**src/inc/glue_pkg.sv**
```systemverilog
/*
  Shared constants and carriers of the system glue block: I/O port
  addresses, field positions, reset values, bus and pin structs, and the
  state records of both design modules.
  Assumes a single clock and a processor bus sampled synchronously.
*/
// Operation
// Every opcode fetch cycle gets exactly one inserted wait cycle.
// Slot 1 to 3 interrupt requests are ORed onto the processor interrupt.
// Slot select holds four 2-bit page fields, page 0 in the low pair.
// Field value is binary slot number; zero means internal ROM and RAM.
// Slot 0 reads in 0000H to 7FFFH select the internal ROM.
// Slot 0 accesses in 8000H to FFFFH select one internal RAM half.
// Software sets the parallel chip to mode 0, three plain 8-bit ports.
// Parallel port A is all output and feeds the slot select logic.
// Parallel port B is all input, sensing the scanned key row.
// Port C low nibble drives the keyboard row number.
// Port C bit 4 drives the cassette motor relay, on when low.
// Port C bit 5 carries cassette write data.
// Port C bit 6 drives the caps indicator, lit when low.
// Port C bit 7 is a one-bit beeper output.
// Sound port A bits 0 to 5 return the selected joystick lines.
// Sound port A bit 7 returns cassette read data.
// Sound port B bits 0 to 3 drive joystick scan outputs.
// Sound port B bit 4 is the first joystick strobe.
// Sound port B bit 5 is the second joystick strobe.
// Sound port B bit 6 picks the joystick read: low first, high second.
// After reset the slot select register is zero, all pages slot 0.
// A slot select asserts only during memory requests to its pages.
`default_nettype none

package glue_pkg;
  // ----------------------------------------------------------------------
  // I/O port addresses
  // ----------------------------------------------------------------------
  localparam logic [7:0] IO_SLOT_SEL = 8'hA8;
  localparam logic [7:0] IO_KEY_SENSE = 8'hA9;
  localparam logic [7:0] IO_PORT_C = 8'hAA;
  localparam logic [7:0] IO_PIO_CTRL = 8'hAB;
  localparam logic [7:0] IO_SND_ADDR = 8'hA0;
  localparam logic [7:0] IO_SND_WR = 8'hA1;
  localparam logic [7:0] IO_SND_RD = 8'hA2;
  localparam logic [3:0] SND_REG_PORT_A = 4'hE;
  localparam logic [3:0] SND_REG_PORT_B = 4'hF;

  // ----------------------------------------------------------------------
  // Field positions and reset values
  // ----------------------------------------------------------------------
  localparam int CTRL_MODE_BIT = 7;
  localparam int SA_TAPE_BIT = 7;
  localparam logic [1:0] SLOT_INTERNAL = 2'h0;
  localparam int NUM_EXT_SLOTS = 3;
  localparam int NUM_RAM_HALVES = 2;
  localparam logic [7:0] SLOT_SEL_RESET = 8'h00;
  localparam logic [7:0] PORT_C_RESET = 8'h50;
  localparam logic [7:0] SND_B_RESET = 8'h00;

  // ----------------------------------------------------------------------
  // Carriers
  // ----------------------------------------------------------------------
  typedef struct packed {
    logic [15:0] addr;
    logic [7:0] data;
    logic mreq_n;
    logic iorq_n;
    logic rd_n;
    logic wr_n;
    logic m1_n;
  } cpu_bus_t;

  typedef struct packed {
    logic rom_cs_n;
    logic [1:0] ram_cs_n;
    logic [2:0] slot_sel_n;
  } mem_sel_t;

  typedef struct packed {
    logic [3:0] key_row_number;
    logic cassette_motor_ctrl;
    logic cassette_write_data;
    logic caps_indicator_ctrl;
    logic beeper_bit;
    logic [3:0] joystick_scan_outputs;
    logic first_stick_strobe;
    logic second_stick_strobe;
    logic stick_port_choice;
  } panel_out_t;

  typedef struct packed {
    logic [7:0] slot_sel_reg;
    logic [7:0] port_c_reg;
    logic [3:0] snd_addr_reg;
    logic [7:0] snd_b_reg;
    logic io_done;
    logic [7:0] data_out;
    logic data_drive_n;
    logic int_n;
    mem_sel_t mem_sel;
  } top_state_t;

  localparam top_state_t TOP_RESET = '{
    slot_sel_reg: SLOT_SEL_RESET, port_c_reg: PORT_C_RESET,
    snd_addr_reg: 4'h0, snd_b_reg: SND_B_RESET, io_done: 1'b0,
    data_out: 8'h00, data_drive_n: 1'b1, int_n: 1'b1,
    mem_sel: 6'h3F};

  // Wait inserter states, one-hot
  typedef enum logic [2:0] {
    WAIT_IDLE = 3'b001,
    WAIT_INSERT = 3'b010,
    WAIT_HOLD = 3'b100
  } wait_state_t;

  typedef struct packed {
    wait_state_t state;
    logic wait_n;
  } wait_rec_t;

  localparam wait_rec_t WAIT_RESET = '{state: WAIT_IDLE, wait_n: 1'b1};
endpackage : glue_pkg

`default_nettype wire

```
**src/fetch_wait_gen.sv**
```systemverilog
/*
  Opcode fetch wait inserter: holds the processor wait line low for one
  processor cycle at the start of each fetch.
  Assumes ce marks one processor clock and reset is already synchronised.
*/
`default_nettype none

module fetch_wait_gen (
  input wire logic clk,
  input wire logic rst_n,
  input wire logic ce,
  input wire logic fetch_active,
  output logic wait_n
);
  glue_pkg::wait_rec_t st_reg;
  glue_pkg::wait_rec_t st_next;

  // ----------------------------------------------------------------------
  // Next state
  // ----------------------------------------------------------------------
  // Hold state stops a long fetch from earning a second wait
  always_comb begin
    st_next = st_reg;
    case (st_reg.state)
      glue_pkg::WAIT_IDLE: begin
        if (fetch_active) begin
          st_next.state = glue_pkg::WAIT_INSERT;
          st_next.wait_n = 1'b0;
        end
      end
      glue_pkg::WAIT_INSERT: begin
        st_next.state = glue_pkg::WAIT_HOLD;
        st_next.wait_n = 1'b1;
      end
      glue_pkg::WAIT_HOLD: begin
        if (!fetch_active) begin
          st_next.state = glue_pkg::WAIT_IDLE;
        end
      end
      default: begin
        st_next = glue_pkg::WAIT_RESET;
      end
    endcase
  end

  // State register, frozen while ce is low
  always_ff @(posedge clk or negedge rst_n) begin
    if (!rst_n) begin
      st_reg <= glue_pkg::WAIT_RESET;
    end else if (ce) begin
      st_reg <= st_next;
    end
  end

  assign wait_n = st_reg.wait_n;
endmodule : fetch_wait_gen

`default_nettype wire

```
**src/system_glue.sv**
```systemverilog
/*
  System glue top: slot select register and page decoder, internal ROM
  and RAM selects, fetch wait, slot interrupt merge, and the parallel and
  sound chip I/O port bits for keyboard, cassette, beeper and joysticks.
  Assumes the processor bus is synchronous to clk and ce marks each
  processor clock; the data bus wire is resolved outside from data_drive_n.
*/
`default_nettype none

module system_glue (
  input wire logic clk,
  input wire logic rst_n,
  input wire logic ce,
  input wire glue_pkg::cpu_bus_t bus,
  input wire logic [2:0] slot_int_n,
  input wire logic [7:0] key_sense_inputs,
  input wire logic [5:0] first_stick_lines,
  input wire logic [5:0] second_stick_lines,
  input wire logic cassette_read_data,
  output logic [7:0] data_out,
  output logic data_drive_n,
  output logic wait_n,
  output logic int_n,
  output glue_pkg::mem_sel_t mem_sel,
  output glue_pkg::panel_out_t panel
);
  glue_pkg::top_state_t st_reg;
  glue_pkg::top_state_t st_next;
  logic [1:0] rst_sync_reg;
  logic rst_sync_n;
  logic [1:0] page;
  logic [1:0] field;
  logic mem_req;
  logic fetch_active;
  logic io_go;
  logic [2:0] slot_hit;
  logic [1:0] ram_hit;
  logic rom_hit;
  logic [5:0] stick_lines;

  // ----------------------------------------------------------------------
  // Reset release
  // ----------------------------------------------------------------------
  // Two stages so release never lands near an edge of the state flops
  always_ff @(posedge clk or negedge rst_n) begin
    if (!rst_n) begin
      rst_sync_reg <= 2'h0;
    end else if (ce) begin
      rst_sync_reg <= {rst_sync_reg[0], 1'b1};
    end
  end

  assign rst_sync_n = rst_sync_reg[1];

  // ----------------------------------------------------------------------
  // Page decode
  // ----------------------------------------------------------------------
  // Top two address bits pick the page, its pair in the register the slot
  assign page = bus.addr[15:14];
  assign field = 2'(st_reg.slot_sel_reg >> {page, 1'b0});
  assign mem_req = !bus.mreq_n;
  assign fetch_active = !bus.m1_n && !bus.mreq_n;

  // External slot selects, one per slot 1 to 3
  genvar gi;
  generate
    for (gi = 0; gi < glue_pkg::NUM_EXT_SLOTS; gi++) begin : g_slot
      assign slot_hit[gi] = mem_req && field == 2'(gi + 1);
    end
    for (gi = 0; gi < glue_pkg::NUM_RAM_HALVES; gi++) begin : g_ram
      // Upper page pair only, one RAM half per page
      assign ram_hit[gi] = mem_req && field == glue_pkg::SLOT_INTERNAL
                           && page == {1'b1, 1'(gi)};
    end
  endgenerate

  // ROM answers reads only; writes to slot 0 low pages go nowhere
  assign rom_hit = mem_req && !bus.rd_n && !page[1]
                   && field == glue_pkg::SLOT_INTERNAL;

  // Joystick port chosen by sound port B bit 6
  assign stick_lines = st_reg.snd_b_reg[6] ? second_stick_lines
                       : first_stick_lines;

  // Interrupt acknowledge carries IORQ with M1 and is not a port access
  assign io_go = !bus.iorq_n && bus.m1_n && (!bus.rd_n || !bus.wr_n)
                 && !st_reg.io_done;

  // ----------------------------------------------------------------------
  // Next state
  // ----------------------------------------------------------------------
  // One I/O strobe acts once; io_done drops when IORQ goes away
  always_comb begin
    logic [7:0] rd_val;
    logic rd_hit;
    rd_val = 8'h00;
    rd_hit = 1'b0;
    st_next = st_reg;
    // Memory selects follow the bus one clock later
    st_next.mem_sel.slot_sel_n = ~slot_hit;
    st_next.mem_sel.ram_cs_n = ~ram_hit;
    st_next.mem_sel.rom_cs_n = !rom_hit;
    st_next.int_n = &slot_int_n;
    if (bus.iorq_n || bus.rd_n) begin
      st_next.data_drive_n = 1'b1;
    end
    if (bus.iorq_n) begin
      st_next.io_done = 1'b0;
    end
    if (io_go) begin
      st_next.io_done = 1'b1;
      if (!bus.wr_n) begin
        // Write decode
        if (bus.addr[7:0] == glue_pkg::IO_SLOT_SEL) begin
          st_next.slot_sel_reg = bus.data;
        end else if (bus.addr[7:0] == glue_pkg::IO_PORT_C) begin
          st_next.port_c_reg = bus.data;
        end else if (bus.addr[7:0] == glue_pkg::IO_PIO_CTRL) begin
          if (bus.data[glue_pkg::CTRL_MODE_BIT]) begin
            // Mode word clears output latches, as the chip does
            st_next.slot_sel_reg = 8'h00;
            st_next.port_c_reg = 8'h00;
          end else begin
            // Single bit set or reset, the usual way to toggle the beeper
            st_next.port_c_reg[bus.data[3:1]] = bus.data[0];
          end
        end else if (bus.addr[7:0] == glue_pkg::IO_SND_ADDR) begin
          st_next.snd_addr_reg = bus.data[3:0];
        end else if (bus.addr[7:0] == glue_pkg::IO_SND_WR) begin
          if (st_reg.snd_addr_reg == glue_pkg::SND_REG_PORT_B) begin
            st_next.snd_b_reg = bus.data;
          end
        end
      end else begin
        // Read decode; unmapped ports leave the bus undriven
        rd_hit = 1'b1;
        if (bus.addr[7:0] == glue_pkg::IO_SLOT_SEL) begin
          rd_val = st_reg.slot_sel_reg;
        end else if (bus.addr[7:0] == glue_pkg::IO_KEY_SENSE) begin
          rd_val = key_sense_inputs;
        end else if (bus.addr[7:0] == glue_pkg::IO_PORT_C) begin
          rd_val = st_reg.port_c_reg;
        end else if (bus.addr[7:0] == glue_pkg::IO_SND_RD) begin
          if (st_reg.snd_addr_reg == glue_pkg::SND_REG_PORT_A) begin
            rd_val = {cassette_read_data, 1'b0, stick_lines};
          end else if (st_reg.snd_addr_reg == glue_pkg::SND_REG_PORT_B) begin
            rd_val = st_reg.snd_b_reg;
          end
        end else begin
          rd_hit = 1'b0;
        end
        if (rd_hit) begin
          st_next.data_out = rd_val;
          st_next.data_drive_n = 1'b0;
        end
      end
    end
  end

  // State register, frozen while ce is low
  always_ff @(posedge clk or negedge rst_sync_n) begin
    if (!rst_sync_n) begin
      st_reg <= glue_pkg::TOP_RESET;
    end else if (ce) begin
      st_reg <= st_next;
    end
  end

  // ----------------------------------------------------------------------
  // Fetch wait
  // ----------------------------------------------------------------------
  fetch_wait_gen u_wait (
    .clk(clk),
    .rst_n(rst_sync_n),
    .ce(ce),
    .fetch_active(fetch_active),
    .wait_n(wait_n)
  );

  // ----------------------------------------------------------------------
  // Outputs, all wired straight from state flops
  // ----------------------------------------------------------------------
  assign data_out = st_reg.data_out;
  assign data_drive_n = st_reg.data_drive_n;
  assign int_n = st_reg.int_n;
  assign mem_sel = st_reg.mem_sel;
  // One driver for the whole panel struct, members mapped bit by bit
  assign panel = '{
    key_row_number: st_reg.port_c_reg[3:0],
    cassette_motor_ctrl: st_reg.port_c_reg[4],
    cassette_write_data: st_reg.port_c_reg[5],
    caps_indicator_ctrl: st_reg.port_c_reg[6],
    beeper_bit: st_reg.port_c_reg[7],
    joystick_scan_outputs: st_reg.snd_b_reg[3:0],
    first_stick_strobe: st_reg.snd_b_reg[4],
    second_stick_strobe: st_reg.snd_b_reg[5],
    stick_port_choice: st_reg.snd_b_reg[6]
  };
endmodule : system_glue

`default_nettype wire
```
**config.mk**
```make
export PLATFORM = sky130hd
export DESIGN_NAME = system_glue
export DESIGN_NICKNAME = d
export VERILOG_FILES = /design/src/inc/glue_pkg.sv /design/src/fetch_wait_gen.sv /design/src/system_glue.sv
export SDC_FILE = /design/constraint.sdc
export NUM_CORES = 1
export LEC_CHECK = 0
export CORE_MARGIN = 2
export CORE_UTILIZATION = 57
export DETAILED_ROUTE_END_ITERATION = 6
export DONT_BUFFER_PORTS = 1
export PLACE_DENSITY = 0.75
export SYNTH_ARGS = -nofsm -noshare
export SYNTH_HDL_FRONTEND = slang
export SYNTH_SLANG_ARGS = --single-unit
```
**constraint.sdc**
```tcl
create_clock -name clk -period 1.54 [get_ports clk]
set_input_delay 0.154 -clock clk [delete_from_list [all_inputs] [get_ports clk]]
set_output_delay 0.154 -clock clk [all_outputs]
set_load 0.1 [all_outputs]
```
Word-level counts from Yosys, hierarchy flattened

Index checks and enable logic that the tools add are counted.

Flip-flop bits (word level): 51
Latch bits: 0
RAM bits: 0
Bits in read-only memories: 0
Bits of input ports: 56
Output and inout bits: 32
Logic and storage cells: 114
Memories: 0

$add $sub $neg: 0
Multiply operators: 0
Div/mod/pow operators: 0
Order comparisons: 2
Equal/unequal tests: 20
Shift-type cells: 1
Muxes and demuxes: 31
Bitwise operators: 8
Reductions and logical operators: 38

Operators with widths:

| cell                                                                          | number |
|---|---|
| 8-bit 2-to-1 mux                                                              | 11 |
| 8-bit == test (second input constant)                                         | 7 |
| 9-bit 2-to-1 mux                                                              | 2 |
| 16-bit 2-to-1 mux                                                             | 1 |
| 1-bit logical AND                                                             | 14 |
| 10-bit 2-to-1 mux                                                             | 1 |
| 1-bit 2-to-1 mux                                                              | 9 |
| 3-bit case mux with 3 select lines                                            | 1 |
| 3-bit AND reduction                                                           | 3 |
| 9-bit AND reduction                                                           | 1 |
| 8-bit bitwise mux                                                             | 1 |
| 2-bit == test (second input constant)                                         | 4 |
| 4-bit == test (second input constant)                                         | 2 |
| 1-bit zero test                                                               | 8 |
| 2-bit nonzero test                                                            | 4 |
| 8-bit by 3-bit right shift with 2-bit output                                  | 1 |
| 7-bit AND reduction                                                           | 1 |
| 6-bit 2-to-1 mux                                                              | 1 |
| 1-bit inverter                                                                | 6 |
| 6-bit AND reduction                                                           | 1 |
| 5-bit AND reduction                                                           | 1 |
| 3-bit by 4-bit less-than comparator with 1-bit output (second input constant) | 1 |
| 4-bit 2-to-1 mux                                                              | 1 |
| 2-bit != test (second input constant)                                         | 2 |
| 15 further kinds                                                              | 16 |

Logic depth before layout (Yosys ltp)

Depth in word-level cells: 10
Mapped depth: 6
Mapped depth without buffers: 4

By module

From an unflattened synthesis, not the netlist that was laid out.

Cells, all modules: 311
Area, all modules: 3,062.9 um^2

By module, submodules not included:

| module         | times used | cells each | area an instance (um^2) | sequential area each (um^2) |
|---|---|---|---|---|
| system_glue    | 1          | 287        | 2,840.2                 | 1,188.6 |
| fetch_wait_gen | 1          | 24         | 222.7                   | 102.6 |

Least setup slack after synthesis

OpenSTA, ideal clock, no wires.

Path kind: flip-flop to flip-flop
From: register rst_sync_reg[1] (netlist name)
To: register rst_sync_reg[1]
Library setup time: 0.073 ns
Arrival time: 1.669 ns
Required time: 1.467 ns
Slack: -0.201 ns
Cell stages (with the launch flop): 2
Buffers on the path: 0
Period minus slack after synthesis: 1.741 ns
Cell sequence: dfrtp_1 mux2_2

RTL lines:

| what                 | RTL line          | source |
|---|---|---|
| end signal, assigned | system_glue.sv:49 | `rst_sync_reg <= {rst_sync_reg[0], 1'b1};` |
| end, declared        | system_glue.sv:29 | `logic [1:0] rst_sync_reg;` |

Final worst setup path

From: register st_reg[16] (netlist bit)
To: register st_reg, in the netlist panel[4]

Longest elaborated chain between the ends: 3

Ends and longest elaborated chain:

| what                                 | RTL line           | source |
|---|---|---|
| start, declared                      | system_glue.sv:27  | `glue_pkg::top_state_t st_reg;` |
| start signal, assigned               | system_glue.sv:163 | `st_reg <= glue_pkg::TOP_RESET;` |
| start signal, assigned               | system_glue.sv:165 | `st_reg <= st_next;` |
| 1-bit zero test                      | system_glue.sv:87  | `&& !st_reg.io_done;` |
| 1-bit logical AND                    | system_glue.sv:87  |  |
| 9-bit AND reduction (no source line) | n/a                |  |

No other way between the ends.
A chain may end at the register's enable or synchronous reset.

==> impl_metrics.ini <==
[status]
outcome = finished with violations
violations = setup timing

[worst_hold_path]
hold_class = in -> reg

[power]
clock_power_share = 0.296
p_int_uw = 1860
p_sw_frac = 0.279
switchingPower_uw = 719
vdd_ir_drop_max_uv = 540
powerDensity_nw_per_um2 = 713
combPwrFrac = 0.156
p_leak_uw = 0.00157
sequentialPowerShare = 0.548

[route]
wl_mm = 7.40
viasPerCell = 5.94
wl_per_cell_um = 17.8
drtIter0Drc = 222
vias = 2465
ant_nets = 0
route.detailed.drc = 0
firstDrtPassIters = 5

[logic_synthesis]
syn_area_um2 = 3140
syn-instance-count = 317
ys_ff_latch = 51
async_flop_share = 1.00
synth_warnings = 0
synth_edf_count = 0
syn_avg_cell_area_um2 = 9.91
ys_types = 50
syn-num-nets = 373
synth_flop_cell = dfrtp_1
yosysSeqAreaShare = 0.411

[final_layout]
area_growth_pct = 14.9
final_net_count = 398
drive_gt1_frac = 0.289
multiInputGateArea_um2 = 1530
ff_latch_area_um2 = 1290
final_common_cell = buf_4
layout_common_cells = buf_4 (48), dfrtp_1 (37), nor2_1 (25)
fin_util = 0.668
fillerInstances = 440
insertedDiodeCount = 0
largest_reg_flops = 15

[worst_setup_path]
path_class = reg -> reg
cp.arrival_ns = 1.83
critPathLaunchType = flip-flop
cp.required_ns = 1.74
end_kind = flip-flop
critical_path.max_fanout = 5

[sta]
finalSetupViolCount = 9
fin_crit_sh = 1.05
drv_slew = 0
skew_ns = 0.00729
clock.fmax_mhz = 616
worst_slack_ns = -0.0840
rsz0062_at_grt = yes
relSlewSlack = 0.601
hold_viol_final = 0
worst_pin_slew_ns = 0.598
finalCriticalPeriod_ns = 1.62
fin_setup_tns_ns = -0.533

[floorplan]
rows = 27
pin_count = 88
die_y_um = 78.3
die_area_um2 = 6120
core_um2 = 5410
die_w_um = 78.3
initial_core_util = 0.581

[clocking]
clockBufferDepth = 2
clkTransAtPathRegs_ns = 0.09
clock_latency_ns = 0.31
clock-sinks = 51
numCtsBuffers = 5
cts_max_level = 2
clockRootBuffer = clkbuf_8
cts_tree = built

[grt]
antenna_found_initial = 0
grt_pass1_vias = 2335
grt_first_pass_wirelength_mm = 11.7
grt-ovfl-total = 0
grt_max_degree = 50
groute.usage.overall = 0.244

[placement]
numPortBuffers = 0
pre_cts_ws_ns = -0.0964
dp_hpwl_mm = 5.20
gp_congestion = 0.857

[flow_run]
maxCapViolCount = 0
-- per-layer routing --
| metal | track usage | vias up | wire, um |
|---|---|---|---|
| li1 | - | 1177 | - |
| met1 | 0.331 | 1195 | 3230 |
| met2 | 0.389 | 85 | 3610 |
| met3 | 0.0586 | 8 | 471 |
| met4 | 0.0772 | 0 | 93 |
| met5 | 0 | - | 0 |
-- worst max-delay path: stages (launching register included) --
cell and delay (ns):
dfrtp_1 0.38, and3b_1 0.22, nand4_1 0.11, and4bb_2 0.36
buf_6 0.15, mux2_4 0.30
-- worst paths after layout --
check / start / end / slack, ns / cells past startpoint
min in group asynchronous: rst_n / rst_sync_reg[1] / 0.07 / 1
worst min register to register: rst_sync_reg[1] / u_wait.st_reg[3] / 0.37 / 1
max in group asynchronous: rst_sync_reg[1] / panel[0] / 0.74 / 1
worst min-delay path: bus[5] / panel[11] / 0.03 / 2
worst max register to register: st_reg[16] / panel[4] / -0.08 / 5
worst max-delay path: st_reg[16] / panel[4] / -0.08 / 5
-- area by class of cell --
type                            instances  share of cell area
Tap cell                               72              0.0249
Timing Repair Buffer                   68               0.156
Inverter                               12              0.0125
Multi-Input combinational cell        204               0.425
Sequential cell                        51               0.358
Clock buffer                            6              0.0201
Clock inverter                          2             0.00347
-- Yosys cell counts, types with 2 or more instances --
library cell	instances	area share
o21ai_1	6	0.0096
mux4_2	2	0.014
a22oi_1	6	0.014
o31ai_1	16	0.038
a22o_1	8	0.022
nor2b_1	12	0.024
o22a_1	2	0.0056
mux2i_1	7	0.022
and3_1	2	0.0040
or2_2	2	0.0040
mux2_2	5	0.018
and4bb_1	3	0.012
buf_4	32	0.076
buf_6	3	0.011
a31oi_1	5	0.010
inv_1	12	0.014
mux2_1	12	0.043
clkbuf_1	9	0.011
nor2_1	25	0.030
buf_2	6	0.0096
o21a_1	3	0.0072
and3b_1	3	0.0084
dfstp_2	12	0.10
a211oi_1	2	0.0048
nand2b_1	8	0.016
nand2_1	14	0.017
dfrtp_1	39	0.31
o21ai_0	5	0.0080
nor3_1	4	0.0064
nand3_1	5	0.0080
a21oi_1	13	0.021
nand4b_1	2	0.0056
and4_1	2	0.0056
nand4_1	2	0.0040
o22ai_1	7	0.014
o2bb2ai_1	7	0.020
-- kinds of logic (layout without fill, tap and decap cells) --
kind of cell | Yosys count | count (layout) | share of synthesized area
flip-flops | 51 | 51 | 0.411
AND/OR/NAND/NOR | 92 | 92 | 0.172
AO/OA/AOI/OAI | 86 | 86 | 0.198
multiplexers | 26 | 26 | 0.0975
buffers and inverters | 62 | 88 | 0.122
-- stage by stage --
step	power, uW	hold WS [ns]	std cells	area (um2)
floorplan	1740	-0.142	317	3150
global placement	1760	-0.142	384	3230
detailed placement	1770	-0.142	384	3230
CTS	2590	0.0203	411	3510
global route	2670	0.0434	415	3610
finish	2570	0.0251	415	3610
-- power by group through the flow --
stage	registers, uW	logic [uW]	clock network (uW)
after CTS	1410	389	789
after floorplan	1520	225	0
after detailed placement	1430	336	0
final	1410	402	763
after global routing	1410	427	832
after global placement	1430	333	0
-- repair_timing --
item                                    CTS  global route
pin swaps                                 1             2
endpoints found under the hold margin    36             0
endpoints found under the setup margin    8            22
resized for setup                         1            18
buffers inserted                          1             4
hold buffers                             18             0
Power figures use the tool's default switching activity.
